File: src/pkg/sysctl_pkg.sv
// Constants and types for the socket system control field bank
// Operation
// - Bit 22 set (reset) drives spare CardBus pins low with card in; clear floats.
// - Per-socket bit 21: zero keeps 16-bit supply protection, one disables it.
// - Bit 15 set (default) allows downstream memory read bursts; clear forbids.
// - Bit 14 set allows upstream memory read bursts; resets to zero.
// - Per-socket bit 13 sets on any card access; a read of that socket's function register clears it.
// - Bit 12 is read-only and always reads one.
// - Bit 11 high from power change request until stream and delay finish.
// - Bit 10 sets after power-up stream sent; clears when power-up delay expires.
// - Bit 9 sets after power-down stream sent; clears when power-down delay expires.
// - Per-socket bit 8 high while card interrogation runs; clears when done.
// - Bit 7 is read-only and always reads zero.
// - Bit 6 enables loss-free power savings; global, written through function 0 only; resets to one.
// - Bit 5 one (default) locks identity registers read-only; zero allows writes.
// - Bits 22 to 11, 6 and 5 cleared by global reset only.
// - Bits 10, 9, 8 survive bus reset while PME enabled; else bus reset clears.
package sysctl_pkg;
    localparam int ADDR_W = 12;
    localparam int SOCKETS = 2;
    localparam logic [11:0] SYSCTL_FN0_ADDR = 12'h080;
    localparam logic [11:0] SYSCTL_FN1_ADDR = 12'h180;
    localparam logic [11:0] IRQ_STATUS_ADDR = 12'h200;
    localparam logic [11:0] IRQ_CLEAR_ADDR = 12'h204;
    localparam logic [11:0] IRQ_ENABLE_ADDR = 12'h208;
    localparam int BIT_SPARE_DRIVE = 22;
    localparam int BIT_GUARD_DISABLE = 21;
    localparam int BIT_SPARE_HI = 20;
    localparam int BIT_SPARE_LO = 16;
    localparam int BIT_BURST_CARD = 15;
    localparam int BIT_BURST_HOST = 14;
    localparam int BIT_ACCESS_SEEN = 13;
    localparam int BIT_READS_ONE = 12;
    localparam int BIT_SERIAL_BUSY = 11;
    localparam int BIT_RISE_WAIT = 10;
    localparam int BIT_FALL_WAIT = 9;
    localparam int BIT_PROBE_BUSY = 8;
    localparam int BIT_READS_ZERO = 7;
    localparam int BIT_LOW_POWER = 6;
    localparam int BIT_ID_LOCK = 5;
    localparam logic RST_SPARE_DRIVE = 1'b1;
    localparam logic RST_BURST_CARD = 1'b1;
    localparam logic RST_BURST_HOST = 1'b0;
    localparam logic RST_LOW_POWER = 1'b1;
    localparam logic RST_ID_LOCK = 1'b1;
    localparam logic [4:0] RST_SPARE_BITS = 5'h00;
    localparam int IRQ_W = 3;
    localparam int IRQ_POWER_DONE = 0;
    localparam int IRQ_PROBE_DONE0 = 1;
    localparam int CLK_PERIOD_NS = 100;
    localparam int RISE_WAIT_NS = 1000000;
    localparam int FALL_WAIT_NS = 1000000;
    localparam int RISE_WAIT_CYC = (RISE_WAIT_NS + CLK_PERIOD_NS - 1) / CLK_PERIOD_NS;
    localparam int FALL_WAIT_CYC = (FALL_WAIT_NS + CLK_PERIOD_NS - 1) / CLK_PERIOD_NS;
    localparam logic [1:0] RESP_OKAY = 2'h0;
    localparam logic [1:0] RESP_DECODE_ERR = 2'h3;

    typedef struct packed {
        logic [SOCKETS-1:0] supply_guard_disable;
        logic read_burst_toward_card;
        logic read_burst_toward_host;
        logic low_power_enable;
        logic id_write_lock;
    } ctrl_t;
endpackage

File: src/design/socket_system_control_fields.sv
// System control field bank for a dual-socket card controller, Avalon-MM slave
`timescale 1ns/1ps
module socket_system_control_fields #(
    parameter int RISE_WAIT_CYCLES = sysctl_pkg::RISE_WAIT_CYC,
    parameter int FALL_WAIT_CYCLES = sysctl_pkg::FALL_WAIT_CYC
) (
    // Clock and global reset
    input wire logic mclk_in,
    input wire logic rst_in,
    // Bus reset pin and PME context
    input wire logic bus_reset_n_in,
    input wire logic pme_enable_in,
    // Avalon-MM slave
    input wire logic [sysctl_pkg::ADDR_W-1:0] avs_address_in,
    input wire logic avs_read_in,
    input wire logic avs_write_in,
    input wire logic [31:0] avs_writedata_in,
    input wire logic [3:0] avs_byteenable_in,
    output logic [31:0] avs_readdata_out,
    output logic [1:0] avs_response_out,
    output logic avs_waitrequest_out,
    // Socket events from card logic
    input wire logic [sysctl_pkg::SOCKETS-1:0] cardbus_present_in,
    input wire logic [sysctl_pkg::SOCKETS-1:0] card_access_in,
    input wire logic [sysctl_pkg::SOCKETS-1:0] probe_start_in,
    input wire logic [sysctl_pkg::SOCKETS-1:0] probe_done_in,
    // Power switch sequencing
    input wire logic power_req_in,
    input wire logic power_up_in,
    input wire logic stream_done_in,
    // Spare CardBus pins, open drain
    output logic [sysctl_pkg::SOCKETS-1:0] spare_pin_out,
    output logic [sysctl_pkg::SOCKETS-1:0] spare_pin_oe_out,
    // Control and interrupt
    output sysctl_pkg::ctrl_t ctrl_out,
    output logic irq_out
);
    import sysctl_pkg::*;

    // Synchronised pins
    logic bus_rst_sync_n;
    logic [SOCKETS-1:0] present_sync;

    sync2 #(.W(1), .RESET_VAL(1'b1)) u_bus_rst_sync (
        .mclk_in(mclk_in),
        .rst_in(rst_in),
        .d_in(bus_reset_n_in),
        .q_out(bus_rst_sync_n)
    );

    sync2 #(.W(SOCKETS), .RESET_VAL('0)) u_present_sync (
        .mclk_in(mclk_in),
        .rst_in(rst_in),
        .d_in(cardbus_present_in),
        .q_out(present_sync)
    );

    // Context bits only follow the bus reset while PME is off
    wire context_clear = !bus_rst_sync_n && !pme_enable_in;

    // Bus handshake: one wait cycle, answer at the second edge
    logic ack;
    wire req = avs_read_in | avs_write_in;
    // Read-clear acts on the capture edge, so an access after capture is never lost
    wire rd_grab = avs_read_in & ~ack;
    wire wr_take = avs_write_in & ack;
    assign avs_waitrequest_out = req & ~ack;

    always_ff @(posedge mclk_in or posedge rst_in) begin
        if (rst_in) begin
            ack <= 1'b0;
        end else begin
            ack <= req & ~ack;
        end
    end

    // Address decode
    wire hit_fn0 = avs_address_in == SYSCTL_FN0_ADDR;
    wire hit_fn1 = avs_address_in == SYSCTL_FN1_ADDR;
    wire hit_stat = avs_address_in == IRQ_STATUS_ADDR;
    wire hit_clr = avs_address_in == IRQ_CLEAR_ADDR;
    wire hit_en = avs_address_in == IRQ_ENABLE_ADDR;
    wire hit_any = hit_fn0 | hit_fn1 | hit_stat | hit_clr | hit_en;
    wire [SOCKETS-1:0] hit_fn = {hit_fn1, hit_fn0};
    wire [3:0] be = avs_byteenable_in;
    wire [31:0] wd = avs_writedata_in;
    wire wr_shared = wr_take & (hit_fn0 | hit_fn1);
    // Global bits are only written through function 0
    wire wr_global = wr_take & hit_fn0;

    // Shared and global fields, global reset only
    logic spare_drive;
    logic [4:0] spare_bits;
    logic burst_card;
    logic burst_host;
    logic low_power;
    logic id_lock;

    always_ff @(posedge mclk_in or posedge rst_in) begin
        if (rst_in) begin
            spare_drive <= RST_SPARE_DRIVE;
            spare_bits <= RST_SPARE_BITS;
            burst_card <= RST_BURST_CARD;
            burst_host <= RST_BURST_HOST;
            low_power <= RST_LOW_POWER;
            id_lock <= RST_ID_LOCK;
        end else begin
            if (wr_shared && be[2]) begin
                spare_drive <= wd[BIT_SPARE_DRIVE];
                spare_bits <= wd[BIT_SPARE_HI:BIT_SPARE_LO];
            end
            if (wr_global && be[1]) begin
                burst_card <= wd[BIT_BURST_CARD];
                burst_host <= wd[BIT_BURST_HOST];
            end
            if (wr_global && be[0]) begin
                low_power <= wd[BIT_LOW_POWER];
                id_lock <= wd[BIT_ID_LOCK];
            end
        end
    end

    // Per-socket fields, plus the shared power status bits
    logic [SOCKETS-1:0] guard_disable;
    logic [SOCKETS-1:0] access_seen;
    logic [SOCKETS-1:0] probe_busy;
    logic [SOCKETS-1:0] probe_finish;
    logic serial_busy;
    logic rise_wait;
    logic fall_wait;
    logic [31:0] fn_word [SOCKETS];

    genvar s;
    generate
        for (s = 0; s < SOCKETS; s++) begin : g_sock
            wire seen_read = rd_grab & hit_fn[s];

            always_ff @(posedge mclk_in or posedge rst_in) begin
                if (rst_in) begin
                    guard_disable[s] <= 1'b0;
                    access_seen[s] <= 1'b0;
                end else begin
                    if (wr_take && hit_fn[s] && be[2]) begin
                        guard_disable[s] <= wd[BIT_GUARD_DISABLE];
                    end
                    // A new access in the read cycle keeps the flag set
                    access_seen[s] <= (access_seen[s] & ~seen_read) | card_access_in[s];
                end
            end

            always_ff @(posedge mclk_in or posedge rst_in) begin
                if (rst_in) begin
                    probe_busy[s] <= 1'b0;
                end else if (context_clear) begin
                    probe_busy[s] <= 1'b0;
                end else if (probe_start_in[s]) begin
                    probe_busy[s] <= 1'b1;
                end else if (probe_done_in[s]) begin
                    probe_busy[s] <= 1'b0;
                end
            end

            assign probe_finish[s] = probe_done_in[s] & probe_busy[s];

            always_comb begin
                fn_word[s] = 32'h0000_0000;
                fn_word[s][BIT_SPARE_DRIVE] = spare_drive;
                fn_word[s][BIT_GUARD_DISABLE] = guard_disable[s];
                fn_word[s][BIT_SPARE_HI:BIT_SPARE_LO] = spare_bits;
                fn_word[s][BIT_BURST_CARD] = burst_card;
                fn_word[s][BIT_BURST_HOST] = burst_host;
                fn_word[s][BIT_ACCESS_SEEN] = access_seen[s];
                fn_word[s][BIT_READS_ONE] = 1'b1;
                fn_word[s][BIT_SERIAL_BUSY] = serial_busy;
                fn_word[s][BIT_RISE_WAIT] = rise_wait;
                fn_word[s][BIT_FALL_WAIT] = fall_wait;
                fn_word[s][BIT_PROBE_BUSY] = probe_busy[s];
                fn_word[s][BIT_READS_ZERO] = 1'b0;
                fn_word[s][BIT_LOW_POWER] = low_power;
                fn_word[s][BIT_ID_LOCK] = id_lock;
            end

            // Spare pins only ever sink; a float is simply no enable
            assign spare_pin_out[s] = 1'b0;
            assign spare_pin_oe_out[s] = spare_drive & present_sync[s];
        end
    endgenerate

    // Power switch sequencing
    logic dir_up;
    logic delay_busy;
    logic delay_done;
    // A request while a stream is still running is dropped
    wire power_take = power_req_in & ~serial_busy;
    wire delay_start = stream_done_in & serial_busy & ~delay_busy;

    power_delay_timer #(
        .RISE_CYCLES(RISE_WAIT_CYCLES),
        .FALL_CYCLES(FALL_WAIT_CYCLES),
        .CNT_W(32)
    ) u_delay (
        .mclk_in(mclk_in),
        .rst_in(rst_in),
        .start_in(delay_start),
        .up_in(dir_up),
        .busy_out(delay_busy),
        .done_out(delay_done)
    );

    always_ff @(posedge mclk_in or posedge rst_in) begin
        if (rst_in) begin
            serial_busy <= 1'b0;
            dir_up <= 1'b0;
        end else if (power_take) begin
            serial_busy <= 1'b1;
            dir_up <= power_up_in;
        end else if (delay_done) begin
            serial_busy <= 1'b0;
        end
    end

    always_ff @(posedge mclk_in or posedge rst_in) begin
        if (rst_in) begin
            rise_wait <= 1'b0;
            fall_wait <= 1'b0;
        end else if (context_clear) begin
            rise_wait <= 1'b0;
            fall_wait <= 1'b0;
        end else if (delay_start) begin
            rise_wait <= dir_up;
            fall_wait <= ~dir_up;
        end else if (delay_done) begin
            rise_wait <= 1'b0;
            fall_wait <= 1'b0;
        end
    end

    // Interrupt status, write-one-to-clear, enable
    logic [IRQ_W-1:0] irq_status;
    logic [IRQ_W-1:0] irq_enable;
    wire [IRQ_W-1:0] irq_event = {probe_finish, delay_done};
    wire [IRQ_W-1:0] irq_clr = (wr_take & hit_clr & be[0]) ? wd[IRQ_W-1:0] : '0;

    always_ff @(posedge mclk_in or posedge rst_in) begin
        if (rst_in) begin
            irq_status <= '0;
            irq_enable <= '0;
        end else begin
            irq_status <= (irq_status & ~irq_clr) | irq_event;
            if (wr_take && hit_en && be[0]) begin
                irq_enable <= wd[IRQ_W-1:0];
            end
        end
    end

    assign irq_out = |(irq_status & irq_enable);

    // Read mux, captured in the wait cycle
    wire [31:0] rd_mux = hit_fn0 ? fn_word[0] :
                         hit_fn1 ? fn_word[1] :
                         hit_stat ? {{(32-IRQ_W){1'b0}}, irq_status} :
                         hit_en ? {{(32-IRQ_W){1'b0}}, irq_enable} : 32'h0000_0000;

    always_ff @(posedge mclk_in or posedge rst_in) begin
        if (rst_in) begin
            avs_readdata_out <= 32'h0000_0000;
            avs_response_out <= RESP_OKAY;
        end else if (req && !ack) begin
            avs_readdata_out <= avs_read_in ? rd_mux : 32'h0000_0000;
            avs_response_out <= hit_any ? RESP_OKAY : RESP_DECODE_ERR;
        end
    end

    assign ctrl_out.supply_guard_disable = guard_disable;
    assign ctrl_out.read_burst_toward_card = burst_card;
    assign ctrl_out.read_burst_toward_host = burst_host;
    assign ctrl_out.low_power_enable = low_power;
    assign ctrl_out.id_write_lock = id_lock;

    // Checks
    a_spare_pin_float: assert property (@(posedge mclk_in) disable iff (rst_in)
        !spare_drive |-> spare_pin_oe_out == '0)
        else $error("spare pins driven while drive bit clear");

    a_guard_write: assert property (@(posedge mclk_in) disable iff (rst_in)
        (wr_take && hit_fn1 && be[2]) |=> ctrl_out.supply_guard_disable[1] == $past(wd[21]))
        else $error("socket 1 guard bit did not take write");

    a_burst_card_wr: assert property (@(posedge mclk_in) disable iff (rst_in)
        (wr_global && be[1]) |=> ctrl_out.read_burst_toward_card == $past(wd[15]))
        else $error("downstream burst enable did not take write");

    a_fn1_no_global: assert property (@(posedge mclk_in) disable iff (rst_in)
        (wr_take && hit_fn1) |=> $stable(burst_host) && $stable(id_lock))
        else $error("function 1 write changed a global bit");

    a_read_clears_seen: assert property (@(posedge mclk_in) disable iff (rst_in)
        (rd_grab && hit_fn0 && !card_access_in[0]) |=> !access_seen[0])
        else $error("activity flag not cleared by read");

    a_access_sets_seen: assert property (@(posedge mclk_in) disable iff (rst_in)
        card_access_in[1] |=> access_seen[1])
        else $error("activity flag missed an access");

    a_reads_one_bit: assert property (@(posedge mclk_in) disable iff (rst_in)
        (avs_read_in && !ack && hit_fn0) |=> avs_readdata_out[12] && avs_waitrequest_out == 1'b0)
        else $error("bit 12 not read as one");

    a_reads_zero_bit: assert property (@(posedge mclk_in) disable iff (rst_in)
        (avs_read_in && !ack && hit_fn1) |=> !avs_readdata_out[7])
        else $error("bit 7 not read as zero");

    a_busy_to_delay: assert property (@(posedge mclk_in) disable iff (rst_in)
        (power_take ##1 !delay_done [*2]) |=> serial_busy)
        else $error("stream busy dropped before delay end");

    a_rise_after_stream: assert property (@(posedge mclk_in) disable iff (rst_in)
        (delay_start && dir_up && !context_clear) |=> rise_wait && !fall_wait)
        else $error("power-up wait not set after stream");

    a_fall_after_stream: assert property (@(posedge mclk_in) disable iff (rst_in)
        (delay_start && !dir_up && !context_clear) |=> fall_wait && !rise_wait)
        else $error("power-down wait not set after stream");

    a_probe_clears: assert property (@(posedge mclk_in) disable iff (rst_in)
        (probe_done_in[0] && !probe_start_in[0]) |=> !probe_busy[0])
        else $error("probe busy stuck after finish");

    a_globals_hold: assert property (@(posedge mclk_in) disable iff (rst_in)
        (!bus_rst_sync_n && !wr_take) |=> $stable(burst_card) && $stable(spare_drive))
        else $error("global bit moved under bus reset");

    a_context_clear: assert property (@(posedge mclk_in) disable iff (rst_in)
        context_clear |=> !rise_wait && !fall_wait && probe_busy == '0)
        else $error("context bits survived bus reset without PME");

    a_probe_sets: assert property (@(posedge mclk_in) disable iff (rst_in)
        (probe_start_in[1] && !context_clear) |=> probe_busy[1])
        else $error("probe busy not set by start");

    a_lock_write: assert property (@(posedge mclk_in) disable iff (rst_in)
        (wr_global && be[0]) |=> ctrl_out.id_write_lock == $past(wd[BIT_ID_LOCK]))
        else $error("identity lock bit did not take write");

    a_delay_end: assert property (@(posedge mclk_in) disable iff (rst_in)
        delay_done |=> !serial_busy && !rise_wait && !fall_wait)
        else $error("power status bits held past delay end");
endmodule

File: src/design/sync2.sv
// Two-flop synchroniser for pin-level inputs
`timescale 1ns/1ps
module sync2 #(
    parameter int W = 1,
    parameter logic [W-1:0] RESET_VAL = '0
) (
    // Clock and reset
    input wire logic mclk_in,
    input wire logic rst_in,
    // Data
    input wire logic [W-1:0] d_in,
    output logic [W-1:0] q_out
);
    logic [W-1:0] meta;

    always_ff @(posedge mclk_in or posedge rst_in) begin
        if (rst_in) begin
            meta <= RESET_VAL;
            q_out <= RESET_VAL;
        end else begin
            meta <= d_in;
            q_out <= meta;
        end
    end
endmodule

File: src/design/power_delay_timer.sv
// Settling delay timer after a stream reaches the power switch
`timescale 1ns/1ps
module power_delay_timer #(
    parameter int RISE_CYCLES = 10000,
    parameter int FALL_CYCLES = 10000,
    parameter int CNT_W = 16
) (
    // Clock and reset
    input wire logic mclk_in,
    input wire logic rst_in,
    // Control
    input wire logic start_in,
    input wire logic up_in,
    output logic busy_out,
    output logic done_out
);
    logic [CNT_W-1:0] cnt;
    wire [CNT_W-1:0] load_val = up_in ? CNT_W'(RISE_CYCLES) : CNT_W'(FALL_CYCLES);

    always_ff @(posedge mclk_in or posedge rst_in) begin
        if (rst_in) begin
            cnt <= '0;
        end else if (start_in && cnt == '0) begin
            cnt <= load_val;
        end else if (cnt != '0) begin
            cnt <= cnt - CNT_W'(1);
        end
    end

    assign busy_out = cnt != '0;
    assign done_out = cnt == CNT_W'(1);
endmodule

File: config.mk
export PLATFORM = sky130hd
export DESIGN_NAME = socket_system_control_fields
export DESIGN_NICKNAME = d
export VERILOG_FILES = /design/src/pkg/sysctl_pkg.sv /design/src/design/socket_system_control_fields.sv /design/src/design/sync2.sv /design/src/design/power_delay_timer.sv
export SDC_FILE = /design/constraint.sdc
export NUM_CORES = 1
export LEC_CHECK = 0
export BUFFER_PORTS_ARGS = -buffer_cell sky130_fd_sc_hd__buf_2
export CORE_MARGIN = 10
export CORE_UTILIZATION = 45
export DETAILED_ROUTE_END_ITERATION = 7
export PLACE_DENSITY = 0.78
export SETUP_SLACK_MARGIN = 0.15
export SYNTH_ARGS = -nofsm -noshare
export SYNTH_HDL_FRONTEND = slang
export SYNTH_SLANG_ARGS = --single-unit
File: constraint.sdc
create_clock -name mclk_in -period 4.8 [get_ports mclk_in]
set_input_delay 0 -clock mclk_in [delete_from_list [all_inputs] [get_ports mclk_in]]
set_output_delay 0 -clock mclk_in [all_outputs]
set_load 0.1 [all_outputs]
==> flow_metrics.env <==
export IMPL_outcome="finished, violations left"
export IMPL_violations="negative hold slack"
export IMPL_synth_cell_area_sq_um=3955
export IMPL_cp_end_kind="flop"
export IMPL_synth_edf_count=0
export IMPL_period_needed_ns=2.698
export IMPL_arrival_ns=2.90
export IMPL_critPathMaxStageDelay_ns=0.79
export IMPL_setup_violations=0
export IMPL_ys_seq_elements=86
export IMPL_cts_root_buf="clkbuf_8"
export IMPL_num_rows=34
export IMPL_utilization_pct=56.30
export IMPL_grt_usage_pct=13.85
export IMPL_clkLatencyLatePin_ns=0.35
export IMPL_netlist_instances=338
export IMPL_powerDensity_nw_per_um2=279.3
export IMPL_ctsLongestPathBuffers=2
export IMPL_max_freq_mhz=370.6
export IMPL_clock_skew_final_ns=0.01311
export IMPL_place_congestion=0.9048
export IMPL_antenna_found_initial=0
export IMPL_r2r_slack_ns=2.10
export IMPL_die_w_um=113.8
export IMPL_initial_core_util_pct=45.80
export IMPL_drv_cap=0
export IMPL_reg2reg_depth=5
export IMPL_cp_max_fo=9
export IMPL_port_buffers=77
export IMPL_ys_async_sr_fraction_pct=100.0
export IMPL_grt_overflow_total=0
export IMPL_r2r_start="u_delay.cnt[27]"
export IMPL_setup_tns_ns=0
export IMPL_ys_warn_count=0
export IMPL_synthToLayoutAreaGrowth_pct=22.94
export IMPL_peakVddDrop_uv=108.6
export IMPL_final_layout_size_suffix_gt1_share_pct=31.11
export IMPL_path_cells="or3_1 -> nor4b_1 -> nand4_2 -> a311oi_1 -> a41oi_1"
export IMPL_dr_pass1_iters=4
export IMPL_vias=2917
export IMPL_rr_endpoint="u_delay.cnt[13]"
export IMPL_grt_pass1_wl_um=14920
export IMPL_syn_avg_cell_area_sq_um=11.70
export IMPL_grt_start_max_net_pins=87
export IMPL_crit_family="simple AND/OR/NAND/NOR gates"
export IMPL_drv_slew=0
export IMPL_clk_pin_slew_ns=0.10
export IMPL_crit_path_start_kind="flop"
export IMPL_fin_hold_ws_ns=-0.03292
export IMPL_synth_cell_type_count=52
export IMPL_worst_path_max_delay_cell="nor4b_1"
export IMPL_slew_headroom_pct=28.34
export IMPL_vias_per_cell=5.228
export IMPL_num_antenna_cells=0
export IMPL_p_leak_uw=0.002395
export IMPL_htreeDepth=3
export IMPL_detail_route_antenna_nets=0
export IMPL_cts_buffers=9
export IMPL_first_iter_violations=293
export IMPL_fin_nets=512
export IMPL_hold_class="input port to async pin"
export IMPL_wl_um=9183
export IMPL_synth_flop_cell="dfrtp_1"
export IMPL_cts_resized=0
export IMPL_dpl_hpwl_um=6419
export IMPL_cts_sinks=86
export IMPL_ys_seq_area_share_pct=54.60
export IMPL_grt_pass1_vias=2984
export IMPL_critical_path_class="flop to flop"
export IMPL_route_detailed_drc=0
export IMPL_die_area_sq_um=12940
export IMPL_crit_cells=5
export IMPL_rsz0062_at_grt="false"
export IMPL_boundaryPins=111
export IMPL_core_area_sq_um=8636
export IMPL_die_h_um=113.8
export IMPL_path_buf_inv=0
export IMPL_tritoncts="done"
export IMPL_wl_per_cell_um=16.46
export IMPL_finalCritPeriodShare_pct=56.21
export IMPL_critPathRequiredTime_ns=5.00
export IMPL_hold_viol_final=25
export IMPL_tightest_slew_ns=1.075
## repair_timing
action,CTS,global route
endpoints found under the hold margin,31,0
hold buffers,33,0
buffers inserted,0,0
## where the power goes
group          leakage [uW]  internal [uW]  switching, uW
clock             0.0000973            200            281
combinational       0.00120           41.4            100
sequential          0.00110            731           4.01
## cells in the mapped netlist (3+ instances only)
cell type | n | area (sq um)
dfrtp_1 | 80 | 2002
buf_4 | 21 | 157.7
mux2_2 | 21 | 236.5
a22o_1 | 18 | 157.7
nand2_1 | 16 | 60.06
nor2_1 | 16 | 60.06
xnor2_1 | 15 | 131.4
nand3_1 | 12 | 60.06
inv_1 | 11 | 41.29
o21ai_0 | 10 | 50.05
nor3_1 | 9 | 45.04
a21oi_1 | 8 | 40.04
nor4_1 | 8 | 50.05
xor2_1 | 8 | 70.07
clkbuf_1 | 7 | 26.28
dfstp_2 | 6 | 157.7
mux2i_1 | 5 | 50.05
or4_1 | 5 | 37.54
and3_1 | 4 | 25.02
nand2b_1 | 4 | 25.02
nand3b_1 | 4 | 30.03
nand4_1 | 4 | 25.02
or3_1 | 4 | 25.02
a21o_1 | 3 | 22.52
nor3_2 | 3 | 30.03
nor4b_1 | 3 | 26.28
## worst max-delay path by stage
stage | startpoint | end | slack, ns
floorplan | u_delay.cnt[0] | u_delay.cnt[12] | 2.51
global placement | u_delay.cnt[6] | u_delay.cnt[13] | 2.24
detailed placement | u_delay.cnt[6] | u_delay.cnt[13] | 2.17
CTS | u_delay.cnt[6] | u_delay.cnt[13] | 2.14
global route | u_delay.cnt[27] | u_delay.cnt[13] | 1.86
finish | u_delay.cnt[27] | u_delay.cnt[13] | 2.10
## worst reg2reg max path, cell delays in order, from the launching register on
cell      delay [ns]
dfrtp_1         0.42
or3_1           0.43
nor4b_1         0.79
nand4_2         0.46
a311oi_1        0.39
a41oi_1         0.07
## stage by stage
stage	cells	total power [uW]	setup slack (ns)	area [sq um]	hold WS (ns)
after floorplan	351	843.1	2.509	4004	0.004478
after global placement	509	865.5	2.235	4348	0.1046
after detailed placement	509	867.1	2.168	4348	0.1064
after CTS	558	1372	2.142	4862	0.005100
after global routing	558	1418	1.863	4862	0.05138
final	558	1358	2.102	4862	-0.03292
## cells in the final DEF, fill, tap and decap left out, types with 9 or more instances in the layout
cell and n:
dfrtp_1 80, buf_2 77, dlygate4sd3_1 33, mux2_2 21
a22o_1 18, nor2_1 16, nand2_1 16, xnor2_1 15
conb_1 14, nand3_1 12, inv_1 10, o21ai_0 10
nor3_1 9, clkbuf_8 9
## state kept, by name, indices dropped and copies added, names as in the netlist, 2 cells and up
name / count
u_delay.cnt: 32
avs_readdata_out: 20
spare_bits: 5
irq_enable: 3
irq_status: 3
access_seen: 2
ctrl_out: 2
fn_word: 2
u_present_sync.meta: 2
u_present_sync.q_out: 2
## cells by family after synthesis
| group | share of synthesized area (%) |
|---|---|
| muxes | 7.245 |
| xor gates and xnor gates | 5.093 |
| AOI/OAI and AO/OA | 9.364 |
| buffers and inverters | 6.106 |
| other | 0.09482 |
| DFF | 54.60 |
| and+or+nand+nor | 16.86 |
| adders and majority gates | 0.6326 |
## cell type report
class,instances,area (sq um)
Timing Repair Buffer,113,738.2
Sequential cell,86,2160
Inverter,11,42.54
Multi-Input combinational cell,224,1603
Clock inverter,7,60.06
Tap cell,108,135.1
Fill cell,734,3774
Clock buffer,9,123.9
## per-layer routing
metal,track usage [%],share of wire [%],up-vias
met2,23.33,49,89
met3,4.409,6.6,7
met5,0,0,-
li1,-,-,1398
met4,2.876,0.65,0
met1,16.98,43,1423
Note: power is estimated with default switching activity, not from simulation.
